==> src/lds_defs.vh <==
/*
 Constants for the link delay supervisor: timing, widths and slope codes.
 Assumes inclusion by lds_top.v and lds_delay_calc.v only.
*/
// Operation
// - Delay is half of forward plus return
// - Alarm when successive delays differ by more than threshold
// - Hold timer running selects 200 percent slope
// - Delay change starts the hold timer
// - Further change reloads running hold timer
// - Channel recovery restarts timer if running
// - External sync removes symmetry requirement
// - Link integrity checked continuously
// - Non-mux modes select 64 or 56 kbit/s
// - Mux optical mode runs N x 64, N 1..12
// - Protocol change applies after power cycle
`ifndef LDS_DEFS_VH
`define LDS_DEFS_VH

`define LDS_CLK_MHZ 50
`define LDS_THR_MIN_US 250
`define LDS_THR_MAX_US 1000
`define LDS_ASYM_MAX_US 1000
`define LDS_HOLD_MS_DEF 1000
`define LDS_HOLD_CYC_DEF (`LDS_HOLD_MS_DEF * 1000 * `LDS_CLK_MHZ)
`define LDS_TIME_W 20
`define LDS_HOLD_W 32
`define LDS_SLOPE_W 8
`define LDS_SLOPE_RAISED 8'hC8
`define LDS_RATE_64K 1'b0
`define LDS_RATE_56K 1'b1
`define LDS_PROTO_STD 1'b0
`define LDS_PROTO_MUX 1'b1
`define LDS_N_MIN 4'h1
`define LDS_N_MAX 4'hC
`define LDS_N_AUTO 4'h0
`define LDS_LINK_TO_US 2000

`endif

==> src/lds_top.v <==
/*
 Link delay supervisor: delay change detection, hold timer, bias slope,
 link integrity watchdog, latched protocol and live rate and N configuration.
 Assumes synchronous inputs and one message at most per clock.
*/
`timescale 1ns/1ps
`include "lds_defs.vh"
module lds_top #(
    parameter W = `LDS_TIME_W,
    parameter [`LDS_HOLD_W-1:0] HOLD_CYC = `LDS_HOLD_CYC_DEF,
    parameter [`LDS_HOLD_W-1:0] LINK_TO_CYC = `LDS_LINK_TO_US * `LDS_CLK_MHZ
) (
    // Clock and reset
    input wire clk,
    input wire resetn,
    // Received message
    input wire msg_valid,
    input wire [W-1:0] forward_transit_time,
    input wire [W-1:0] return_transit_time,
    input wire chan_fail,
    input wire ext_sync,
    // Settings
    input wire [W-1:0] delay_threshold_us,
    input wire [`LDS_HOLD_W-1:0] hold_cycles,
    input wire [`LDS_SLOPE_W-1:0] normal_bias_slope,
    input wire rate_sel,
    input wire proto_sel,
    input wire [3:0] mux_n_sel,
    input wire [3:0] mux_n_detect,
    // Status
    output reg [W-1:0] prop_delay_ff,
    output reg delay_alarm_ff,
    output reg asym_alarm_ff,
    output reg hold_active_ff,
    output reg [`LDS_SLOPE_W-1:0] bias_slope_ff,
    output reg link_fail_ff,
    output reg proto_active_ff,
    output reg rate_active_ff,
    output reg [3:0] mux_n_active_ff
);
    wire dvalid;
    wire [W-1:0] dval;
    reg have_prev_ff;
    reg [W-1:0] prev_ff;
    reg [`LDS_HOLD_W-1:0] hold_ff;
    reg run_at_fail_ff;
    reg fail_d_ff;
    reg [`LDS_HOLD_W-1:0] wd_ff;
    reg [`LDS_HOLD_W-1:0] hold_len;
    reg [W-1:0] diff;
    reg [W-1:0] asym;
    reg [W-1:0] thr;
    reg [3:0] n_eff;
    reg change;
    reg recover;
    // Limits held at full integer width, then cut to the time width
    wire [31:0] thr_min_w = `LDS_THR_MIN_US;
    wire [31:0] thr_max_w = `LDS_THR_MAX_US;
    wire [31:0] asym_max_w = `LDS_ASYM_MAX_US;
    wire [W-1:0] thr_min = thr_min_w[W-1:0];
    wire [W-1:0] thr_max = thr_max_w[W-1:0];
    wire [W-1:0] asym_max = asym_max_w[W-1:0];

    lds_delay_calc #(.W(W)) u_calc (
        .clk(clk),
        .resetn(resetn),
        .msg_valid(msg_valid && !chan_fail),
        .fwd_us(forward_transit_time),
        .ret_us(return_transit_time),
        .delay_valid_ff(dvalid),
        .delay_ff(dval)
    );

    always @* begin
        // Threshold clamped to its settable range
        thr = delay_threshold_us;
        if (thr < thr_min) begin
            thr = thr_min;
        end else if (thr > thr_max) begin
            thr = thr_max;
        end
        diff = (dval > prev_ff) ? dval - prev_ff : prev_ff - dval;
        change = dvalid && have_prev_ff && (diff > thr);
        asym = (forward_transit_time > return_transit_time) ?
            forward_transit_time - return_transit_time :
            return_transit_time - forward_transit_time;
        recover = fail_d_ff && !chan_fail && run_at_fail_ff;
        hold_len = (hold_cycles == {`LDS_HOLD_W{1'b0}}) ? HOLD_CYC : hold_cycles;
        n_eff = (mux_n_sel == `LDS_N_AUTO) ? mux_n_detect : mux_n_sel;
        if (n_eff < `LDS_N_MIN) begin
            n_eff = `LDS_N_MIN;
        end else if (n_eff > `LDS_N_MAX) begin
            n_eff = `LDS_N_MAX;
        end
    end

    // Delay tracking and alarms
    always @(posedge clk or negedge resetn) begin
        if (!resetn) begin
            have_prev_ff <= 1'b0;
            prev_ff <= {W{1'b0}};
            prop_delay_ff <= {W{1'b0}};
            delay_alarm_ff <= 1'b0;
            asym_alarm_ff <= 1'b0;
        end else begin
            if (dvalid) begin
                have_prev_ff <= 1'b1;
                prev_ff <= dval;
                prop_delay_ff <= dval;
            end
            delay_alarm_ff <= change || (delay_alarm_ff && hold_ff != {`LDS_HOLD_W{1'b0}});
            if (msg_valid && !chan_fail) begin
                // Symmetry only matters without external sync
                asym_alarm_ff <= !ext_sync && (asym > asym_max);
            end
        end
    end

    // Hold timer and slope
    always @(posedge clk or negedge resetn) begin
        if (!resetn) begin
            hold_ff <= {`LDS_HOLD_W{1'b0}};
            hold_active_ff <= 1'b0;
            bias_slope_ff <= {`LDS_SLOPE_W{1'b0}};
            run_at_fail_ff <= 1'b0;
            fail_d_ff <= 1'b0;
        end else begin
            fail_d_ff <= chan_fail;
            if (chan_fail && !fail_d_ff) begin
                run_at_fail_ff <= (hold_ff != {`LDS_HOLD_W{1'b0}});
            end else if (recover) begin
                run_at_fail_ff <= 1'b0;
            end
            if (change || recover) begin
                hold_ff <= hold_len;
                hold_active_ff <= 1'b1;
                bias_slope_ff <= `LDS_SLOPE_RAISED;
            end else if (hold_ff > {{(`LDS_HOLD_W-1){1'b0}}, 1'b1}) begin
                hold_ff <= hold_ff - 1'b1;
                hold_active_ff <= 1'b1;
                bias_slope_ff <= `LDS_SLOPE_RAISED;
            end else begin
                hold_ff <= {`LDS_HOLD_W{1'b0}};
                hold_active_ff <= 1'b0;
                bias_slope_ff <= normal_bias_slope;
            end
        end
    end

    // Link integrity watchdog
    always @(posedge clk or negedge resetn) begin
        if (!resetn) begin
            wd_ff <= {`LDS_HOLD_W{1'b0}};
            link_fail_ff <= 1'b0;
        end else begin
            if (msg_valid && !chan_fail) begin
                wd_ff <= {`LDS_HOLD_W{1'b0}};
                link_fail_ff <= 1'b0;
            end else if (wd_ff >= LINK_TO_CYC || chan_fail) begin
                link_fail_ff <= 1'b1;
            end else begin
                wd_ff <= wd_ff + 1'b1;
            end
        end
    end

    // Protocol captured once after reset release; rate follows rate_sel in standard mode, N follows n_eff in mux mode
    reg cfg_done_ff;
    always @(posedge clk or negedge resetn) begin
        if (!resetn) begin
            cfg_done_ff <= 1'b0;
            proto_active_ff <= `LDS_PROTO_STD;
            rate_active_ff <= `LDS_RATE_64K;
            mux_n_active_ff <= `LDS_N_MIN;
        end else begin
            if (!cfg_done_ff) begin
                cfg_done_ff <= 1'b1;
                proto_active_ff <= proto_sel;
            end
            if ((cfg_done_ff ? proto_active_ff : proto_sel) == `LDS_PROTO_MUX) begin
                rate_active_ff <= `LDS_RATE_64K;
                mux_n_active_ff <= n_eff;
            end else begin
                rate_active_ff <= rate_sel;
                mux_n_active_ff <= `LDS_N_MIN;
            end
        end
    end
endmodule // lds_top

==> src/lds_delay_calc.v <==
/*
 Propagation delay from forward and return transit times, in microseconds.
 Assumes transit times are valid in the cycle of msg_valid.
*/
`timescale 1ns/1ps
`include "lds_defs.vh"
module lds_delay_calc #(
    parameter W = `LDS_TIME_W
) (
    // Clock and reset
    input wire clk,
    input wire resetn,
    // Message
    input wire msg_valid,
    input wire [W-1:0] fwd_us,
    input wire [W-1:0] ret_us,
    // Result
    output reg delay_valid_ff,
    output reg [W-1:0] delay_ff
);
    wire [W:0] sum = {1'b0, fwd_us} + {1'b0, ret_us};
    always @(posedge clk or negedge resetn) begin
        if (!resetn) begin
            delay_valid_ff <= 1'b0;
            delay_ff <= {W{1'b0}};
        end else begin
            delay_valid_ff <= msg_valid;
            if (msg_valid) begin
                delay_ff <= sum[W:1];
            end
        end
    end
endmodule // lds_delay_calc

==> config.mk <==
export PLATFORM = sky130hd
export DESIGN_NAME = lds_top
export DESIGN_NICKNAME = d
export VERILOG_FILES = /design/src/lds_top.v /design/src/lds_delay_calc.v
export VERILOG_INCLUDE_DIRS = /design/src
export SDC_FILE = /design/constraint.sdc
export NUM_CORES = 1
export LEC_CHECK = 0
export BUFFER_PORTS_ARGS = -buffer_cell sky130_fd_sc_hd__clkbuf_2
export CAP_MARGIN = 20
export CORE_MARGIN = 2
export CORE_UTILIZATION = 40
export DETAILED_ROUTE_END_ITERATION = 10
export HOLD_SLACK_MARGIN = 0.06
export PLACE_DENSITY_LB_ADDON = 0.12
export SETUP_SLACK_MARGIN = 0.1
export SYNTH_ARGS = -nofsm -noshare
export SYNTH_HDL_FRONTEND = slang
export SYNTH_SLANG_ARGS = --single-unit
==> constraint.sdc <==
create_clock -name clk -period 5.6 [get_ports clk]
set_clock_uncertainty 0.1 [all_clocks]
set_input_delay 1.12 -clock clk [delete_from_list [all_inputs] [get_ports clk]]
set_output_delay 1.12 -clock clk [all_outputs]
set_load 0.05 [all_outputs]
==> results.toml, run 1 <==
[outcome]
status = "finished clean"

[sta]
finalSetupTns_ns = 0
finalSetupViolCount = 0
rsz0062_at_grt = "false"
slew_viol_final = 0
slew_headroom_pct = 38.45
max_freq_ghz = 0.1916
period_share_pct = 93.22
period_needed_ns = 5.220
hold_viol_final = 0
hold_slack_ns = 0.3872
tightest_slew_ns = 0.9222

[pwr]
vdd_drop_max_mv = 0.2321
power.density_mw_per_mm2 = 390.2
leakagePower_nw = 6.321
p_total_mw = 5.085

[route]
postRouteAntennaNets = 0
wl_per_cell_um = 15.34
vias = 9860
routed_wl_um = 28940
dr.first_iter.drc_count = 667
firstDrtPassIters = 5
routed_via_density = 5.225
post-route-drc-count = 0

[placement]
place.gp.congestion = 0.9341
hpwl_um = 22490
dpl_cell_area_mm2 = 0.01231
port_buffers = 152

[worst_setup_path]
start_kind = "register"
cp.required_ns = 5.82
cp_slowest_stage_delay_ns = 0.41
crit_chain = "inv_1 > ha_1 > inv_1 > fa_1 > nand3_1 > a21oi_1 > nor3_2 > o21ai_1 > o21ai_4 > buf_4 > mux2_2 > o21ai_0 > a31oi_1 > o21ai_1 > xnor2_1 > ha_1 > nand4_1 > nor4_2 > o21ai_0 > o211ai_1 > o2111a_1 > o21bai_4 > buf_4 > mux2_2"
crit_fanout = 7
startpoint = "u_calc.delay_ff[0]"
cp.arrival_ns = 5.44
worst-path-buf-inv = 4
critPathTopFamily = "compound AO/OA/AOI/OAI gates"
critPathSlowestCell = "dfrtp_1"
cp-end-kind = "register"
critPathKind = "reg2reg"
reg2reg_from = "u_calc.delay_ff[0]"

[grt]
grt_pass1_vias = 9488
grt-ovfl-total = 0
grt_util_met1_pct = 27.27
grt_max_degree = 97
antenna_found_initial = 0
grt-busiest-layer = "met2"
grtUsageMet3_pct = 3.077
use_met2_pct = 33.92
grt_pass1_wl_um = 47280
grt_usage_pct = 20.21

[die]
die_h_um = 170.6
rows = 60
io_pins = 153
die_area_mm2 = 0.02910
start_util_pct = 40.96
coreArea_mm2 = 0.02710
die_x_um = 170.6

[cts]
cts_tree = "built"
cts.sinks = 127
clk_pin_slew_worst_paths_ns = 0.07
cts-htree-levels = 4
clkLatencyLatePin_ns = 0.43
cts_buffers = 17
root_buffer = "clkbuf_16"
hold_buffers = 0
clock_path_buffers = 2

[layout]
most-common-layout-cells = "151 x clkbuf_2, 126 x dfrtp_1, 124 x nor2_1, 122 x ha_1, 118 x inv_1"
design_area_mm2 = 0.01303
nFillCells = 2652
mostFrequentLayoutCell = "clkbuf_2"
post-route-util_pct = 48.09
syn2layout_area_growth_pct = 17.40
drive_gt1_share_pct = 16.83
fin_nets = 1744
antenna_cells = 0

[yosys]
synth_fa_ha_area_share_pct = 14.65
async_flop_share_pct = 100.0
yosysUniqueCellTypes = 67
netlist_instances = 1345
ys.flop_type = "dfrtp_1"
avgSynthCellArea_um2 = 8.253
synthSimpleGateAreaFrac_pct = 19.71
ys_warn_count = 0
synth_edf_count = 0
synth-xor-area-share_pct = 7.101
ys_seq_elements = 127
synth_area_mm2 = 0.01110
yosysSeqAreaShare_pct = 28.64
synth_top_family_by_area = "simple AND/OR/NAND/NOR gates"
synthMuxAreaShare_pct = 5.737
synth_compound_area_share_pct = 18.14

[hold_path]
hold_class = "reg2reg"
min-delay-start = "wd_ff[24]"

[run]
maxCapViolCount = 0
[cell type report]
cell class              instances  area (µm²)  share of cell area, %
multi-input cells            1058        7336                  56.29
flip-flops and latches        127        3179                  24.40
repair buffers                180       997.2                  7.652
well taps                     372       465.4                  3.571
inverters                     118       442.9                  3.399
clock buffers                  17       425.4                  3.264
clock inverters                15       186.4                  1.430
[through the flow]
stage	worst slack (ns)	cells
after floorplan	0.2943	1355
after global placement	0.2778	1846
after detailed placement	0.1390	1846
after CTS	0.1339	1878
after global routing	0.08406	1887
final	0.3797	1887
[final timing paths]
kind / to / slack [ns] / cells after the start
max: hold_ff[5] / 0.38 / 24
min: wd_ff[24] / 0.39 / 1
max reg2reg: hold_ff[5] / 0.38 / 24
min reg2reg: wd_ff[24] / 0.39 / 1
max in group asynchronous: u_calc.delay_ff[12] / 3.77 / 2
min in group asynchronous: mux_n_active_ff[1] / 0.70 / 1
[synthesized netlist by cell type, drive strengths merged, types with 4 or more instances]
library cell | number | area, µm²
o31ai | 13 | 97.59
nor3 | 32 | 165.2
and3 | 15 | 93.84
xnor2 | 59 | 516.8
or3 | 14 | 87.58
ha | 122 | 1526
o21bai | 11 | 82.58
dfrtp | 126 | 3153
and4 | 6 | 52.55
o21a | 14 | 105.1
inv | 118 | 442.9
nor2b | 13 | 81.33
nand2 | 111 | 416.7
nor2 | 124 | 465.5
o211ai | 6 | 45.04
and2 | 21 | 131.4
a211oi | 9 | 67.56
mux2i | 31 | 310.3
nand4 | 22 | 137.6
buf | 19 | 97.59
fa | 5 | 100.1
o21ai | 95 | 475.5
nor4 | 33 | 206.5
nand3 | 28 | 140.1
a21oi | 94 | 478.0
nand2b | 10 | 62.56
xor2 | 31 | 271.5
clkbuf | 33 | 123.9
a21boi | 5 | 37.54
a31oi | 11 | 68.82
nand3b | 4 | 30.03
mux2 | 27 | 304.0
a21o | 39 | 292.8
[logic make-up (layout without fill, tap and decap cells)]
group | count (synthesis) | in the layout
AND/OR/NAND/NOR | 447 | 447
flip-flops | 127 | 127
AO/OA/AOI/OAI | 324 | 324
buffers and inverters | 170 | 330
adder cells (fa/ha/maj) | 127 | 127
multiplexers | 59 | 59
XOR/XNOR | 90 | 90
other | 1 | 11
[routing by layer]
layer / vias up / routed length [µm]
li1: 5001 / -
met1: 4615 / 14090
met2: 219 / 13370
met3: 25 / 1030
met4: 0 / 452
met5: - / 0
[power breakdown]
group	switching (mW)	internal, mW
clock	0.510	0.607
combinational	1.48	1.17
sequential	0.201	1.12
[state kept, by name, summed over array words and instances, names as in the netlist, 4 cells and up]
name / flops
u_calc.delay_ff: 20
mux_n_active_ff: 4
bias_slope_ff: 8
prev_ff: 20
wd_ff: 32
hold_ff: 32
[what timing repair did]
action	4_1_cts	5_1_grt
setup buffers	0	9
setup endpoints to repair	0	41
gates resized for setup	0	12
Power figures use the tool's default switching activity.
==> run 2: changes to the inputs <==
==> constraint.sdc (replaced) <==
create_clock -name clk -period 5.6 [get_ports clk]
set_clock_uncertainty 0.1 [all_clocks]
set_input_delay 0.84 -clock clk [delete_from_list [all_inputs] [get_ports clk]]
set_output_delay 0.84 -clock clk [all_outputs]
set_load 0.05 [all_outputs]
==> results.toml, run 2 (synthesis results as in run 1) <==
[worst_setup_path]
cp-end-kind = "register"
crit_chain = "inv_1 > ha_1 > inv_1 > fa_1 > nand3_1 > a21oi_1 > nor3_2 > o21ai_1 > o21ai_4 > buf_4 > mux2i_1 > o21ai_0 > a31oi_1 > o21ai_0 > xnor2_1 > ha_1 > nand4_1 > buf_4 > a2111oi_0 > o2111a_1 > o21bai_4 > buf_4 > mux2_2"
critPathKind = "reg2reg"
cpMostUsedCell = "buf_4"
start_kind = "register"
cp_slowest_stage_delay_ns = 0.41
critPathSlowestCell = "dfrtp_1"
rr_endpoint = "hold_ff[29]"
rr_worst_depth = 23
crit_fanout = 7
r2r_setup_slack_ns = 0.47
cp.arrival_ns = 5.34
reg2reg_from = "u_calc.delay_ff[0]"
cp.required_ns = 5.81

[sta]
rsz0062_at_grt = "false"
slew_viol_final = 0
period_needed_ns = 5.134
period_share_pct = 91.68
tightest_slew_ns = 0.9129
finalSetupViolCount = 0
hold_viol_final = 0
setup_ws_ns = 0.4659
slew_headroom_pct = 39.14
finalSetupTns_ns = 0
max_freq_ghz = 0.1948

[cts]
root_buffer = "clkbuf_16"
hold_buffers = 0
cts-htree-levels = 4
clock_path_buffers = 2
clk_pin_slew_worst_paths_ns = 0.07
clkLatencyLatePin_ns = 0.42
cts_tree = "built"
cts.sinks = 127
cts_buffers = 17

[layout]
most-common-layout-cells = "151 x clkbuf_2, 126 x dfrtp_1, 124 x nor2_1, 121 x ha_1, 118 x inv_1"
stdcell_count = 1888
antenna_cells = 0
top_regs = "hold_ff x32, wd_ff x32"
mostFrequentLayoutCell = "clkbuf_2"
drive_gt1_share_pct = 17.02
fin_nets = 1745
syn2layout_area_growth_pct = 17.52

[grt]
grt-ovfl-total = 0
grt_usage_pct = 19.90
grt_max_degree = 95
antenna_found_initial = 0
grt_pass1_wl_um = 46980
grt_pass1_vias = 9542

[pwr]
pwr-share-clk_pct = 22.7
power.density_mw_per_mm2 = 391.6
p_seq_share_pct = 25.8
swShare_pct = 41.92
p_int_mw = 2.967
vdd_drop_max_mv = 0.2375
p_total_mw = 5.108
p_comb_share_pct = 51.5
p_switching_mw = 2.141
leakagePower_nw = 6.333

[hold_path]
hold_class = "in2async"

[die]
rows = 60
coreArea_mm2 = 0.02710
die_x_um = 170.6
die_area_mm2 = 0.02910
die_h_um = 170.6
start_util_pct = 40.96
io_pins = 153

[placement]
pre_cts_slack_ns = 0.2452
hpwl_um = 22360
placed_cells = 1847
port_buffers = 152
place.gp.congestion = 0.9232

[route]
dr.first_iter.drc_count = 557
postRouteAntennaNets = 0
wl_per_cell_um = 15.00
vias = 9806
routed_wl_um = 28320
post-route-drc-count = 0
routed_via_density = 5.194
firstDrtPassIters = 6

[run]
maxCapViolCount = 0

[outcome]
status = "finished clean"
[run 2: cell type report]
class,instances,area [µm²]
Sequential cell,127,3179
Inverter,118,442.9
Multi-Input combinational cell,1058,7352
Timing Repair Buffer,181,984.7
Clock inverter,15,195.2
Fill cell,2704,14060
Tap cell,372,465.4
Clock buffer,17,425.4
[run 2: timing repair]
item	in CTS	in global routing
resized for setup	0	7
setup endpoints to repair	0	41
setup buffers	0	9
[run 2: worst max path at each step]
stage                     cells past startpoint               end                from  slack (ns)
final                                        23       hold_ff[29]  u_calc.delay_ff[0]        0.47
after global routing                         24  bias_slope_ff[4]          prev_ff[5]        0.07
after CTS                                    24       hold_ff[29]  u_calc.delay_ff[0]        0.23
after detailed placement                     23       hold_ff[16]  u_calc.delay_ff[0]        0.25
after global placement                       24       hold_ff[16]  u_calc.delay_ff[0]        0.39
after floorplan                              22        hold_ff[0]          prev_ff[3]        0.29
[run 2: per-stage QoR]
step / instance area (µm²) / hold WS (ns) / util (%)
after detailed placement: 12320 / 0.3618 / 45.45
after global placement: 12320 / 0.3699 / 45.45
after CTS: 12940 / 0.3837 / 47.74
after global routing: 13050 / 0.3947 / 48.13
after floorplan: 11140 / 0.3400 / -
final: 13050 / 0.3849 / 48.13
[run 2: routing by layer]
metal / global-route usage [%] / part of all wire [%] / up-vias
li1: - / - / 4999
met1: 26.15 / 48 / 4573
met2: 34.06 / 47 / 201
met3: 2.452 / 3.7 / 33
met4: 6.243 / 1.8 / 0
met5: 0 / 0 / -
[run 2: power by group through the flow]
stage / Sequential, mW / Clock [mW] / Combinational (mW)
finish: 1.32 / 1.16 / 2.63
global route: 1.35 / 1.23 / 2.94
CTS: 1.32 / 1.19 / 2.55
detailed placement: 1.33 / 0 / 2.54
global placement: 1.33 / 0 / 2.53
floorplan: 1.42 / 0 / 1.79
[run 2: worst max-delay path, delay by kind of cell (launching register included)]
kind / cells / cell delay, ns
AND/OR/NAND/NOR: 3 / 0.53
buffers and inverters: 5 / 0.71
flip-flops: 1 / 0.41
XOR/XNOR: 1 / 0.14
AO/OA/AOI/OAI: 9 / 1.81
adder cells (fa/ha/maj): 3 / 0.82
multiplexers: 2 / 0.51
==> run 3: changes to the inputs <==
--- a/config.mk
+++ b/config.mk
@@ -8,7 +8,6 @@
 export LEC_CHECK = 0
 export BUFFER_PORTS_ARGS = -buffer_cell sky130_fd_sc_hd__clkbuf_2
 export CAP_MARGIN = 20
-export CORE_MARGIN = 2
 export CORE_UTILIZATION = 40
 export DETAILED_ROUTE_END_ITERATION = 10
 export HOLD_SLACK_MARGIN = 0.06
==> results.toml, run 3 (synthesis results as in run 1) <==
[cts]
cts-htree-levels = 4
clk_pin_slew_worst_paths_ns = 0.07
post_cts_buffers = 0
root_buffer = "clkbuf_16"
cts_buffers = 17
cts.sinks = 127
clock_path_buffers = 2
cts_tree = "built"
clkLatencyLatePin_ns = 0.42

[grt]
grt-ovfl-total = 0
grt_pass1_wl_um = 46170
grt_pass1_vias = 9177
grt_max_degree = 82
antenna_found_initial = 0
grt_usage_pct = 20.10

[route]
post-route-drc-count = 0
wl_per_cell_um = 15.03
dr_wl_met2_um = 13340
routed_via_density = 5.173
dr.first_iter.drc_count = 590
vias = 9721
postRouteAntennaNets = 0
top_layer_used = "met4"
wl_met3_um = 925
firstDrtPassIters = 8
routed_wl_um = 28250
wl_met1_um = 13440

[sta]
hold_slack_ns = 0.3765
tightest_slew_ns = 0.8530
slew_headroom_pct = 43.08
max_freq_ghz = 0.1922
hold_viol_final = 0
finalSetupViolCount = 0
setup_ws_ns = 0.3958
period_needed_ns = 5.204
period_share_pct = 92.93
rsz0062_at_grt = "false"
slew_viol_final = 0

[die]
rows = 60
coreArea_mm2 = 0.02710
die_area_mm2 = 0.02842
die_x_um = 168.6
die_h_um = 168.6
io_pins = 153
start_util_pct = 40.96

[pwr]
pwr-share-clk_pct = 22.9
vdd_drop_max_mv = 0.2215
p_seq_share_pct = 26.0
leakagePower_nw = 6.298
p_int_mw = 2.933
swShare_pct = 42.18
p_total_mw = 5.072
p_switching_mw = 2.140
p_comb_share_pct = 51.1
power.density_mw_per_mm2 = 390.4

[run]
maxCapViolCount = 0

[placement]
port_buffers = 152
pre_cts_slack_ns = -0.002055
hpwl_um = 22110
place.gp.congestion = 0.9170

[worst_setup_path]
critPathKind = "reg2reg"
cp.arrival_ns = 5.40
crit_fanout = 18
start_kind = "register"
rr_worst_depth = 22
reg2reg_from = "prev_ff[12]"
cp.required_ns = 5.80
cp-end-kind = "register"
startpoint = "prev_ff[12]"

[layout]
most-common-layout-cells = "151 x clkbuf_2, 126 x dfrtp_1, 124 x nor2_1, 121 x ha_1, 118 x inv_1"
top_regs = "hold_ff x32, wd_ff x32"
antenna_cells = 0
fin_nets = 1736
syn2layout_area_growth_pct = 17.05
post-route-util_pct = 47.95
drive_gt1_share_pct = 16.59
mostFrequentLayoutCell = "clkbuf_2"

[outcome]
status = "finished clean"

[hold_path]
hold_class = "in2async"
[run 3: cell types whose count changed in the layout (fill, tap and decap cells not counted), moves of 2 or more]
| cell | change |
|---|---|
| buf_4 | -10 |
| clkinv_4 | +3 |
| inv_8 | +2 |
| inv_6 | -3 |
[run 3: power by group through the flow]
| stage | sequential (mW) | combinational (mW) | clock, mW |
|---|---|---|---|
| after floorplan | 1.42 | 1.79 | 0 |
| after global placement | 1.33 | 2.56 | 0 |
| after detailed placement | 1.33 | 2.56 | 0 |
| after CTS | 1.32 | 2.58 | 1.20 |
| after global routing | 1.35 | 2.88 | 1.23 |
| final | 1.32 | 2.59 | 1.16 |
[run 3: worst paths after layout]
path                                           end  slack [ns]
min in group clk                      have_prev_ff        0.38
worst max register to register    bias_slope_ff[3]        0.40
worst min-delay path            mux_n_active_ff[1]        0.38
max in group asynchronous           delay_alarm_ff        3.90
worst min register to register        have_prev_ff        0.38
worst max-delay path              bias_slope_ff[3]        0.40
[run 3: timing repair]
action	in CTS	in global routing
pin swaps	0	2
endpoints found under the hold margin	0	0
setup endpoints to repair	20	41
hold buffers	0	0
gates resized for setup	1	8
[run 3: final cells by class]
type	count	area, µm²
multi-input combinational	1058	7357
fill	2690	14110
tap	372	465.4
clock buffer	17	425.4
sequential	127	3179
inverter	118	442.9
clock inverter	15	193.9
timing repair buffer	172	929.6
[run 3: metal layers]
| layer | vias to the layer above | track usage, % |
|---|---|---|
| met5 | - | 0 |
| met4 | 0 | 6.245 |
| met3 | 26 | 2.361 |
| met2 | 210 | 34.35 |
| met1 | 4498 | 26.50 |
| li1 | 4987 | - |
[run 3: worst max-delay path: stages (launching register included)]
cell and delay [ns]:
dfrtp_1 0.38, inv_1 0.07, ha_1 0.43, and4_1 0.30, nand4_1 0.25, o21ai_2 0.25, o21ai_4 0.12, buf_4 0.23
or3b_2 0.47, and3_1 0.17, nor2_1 0.11, ha_1 0.25, a21o_1 0.16, a21o_1 0.17, a21o_1 0.17, a21oi_1 0.13
nor2b_1 0.06, o21ai_0 0.14, a2111oi_1 0.10, o2111a_1 0.29, o21bai_4 0.22, buf_12 0.17, or3_1 0.34
[run 3: metrics by stage]
stage                     setup TNS (ns)  area (µm²)  instances
after CTS                              0       12950       1879
final                                  0       12990       1879
after detailed placement       -0.005313       12330       1847
after floorplan                        0       11140       1355
after global routing                   0       12990       1879
after global placement                 0       12330       1847
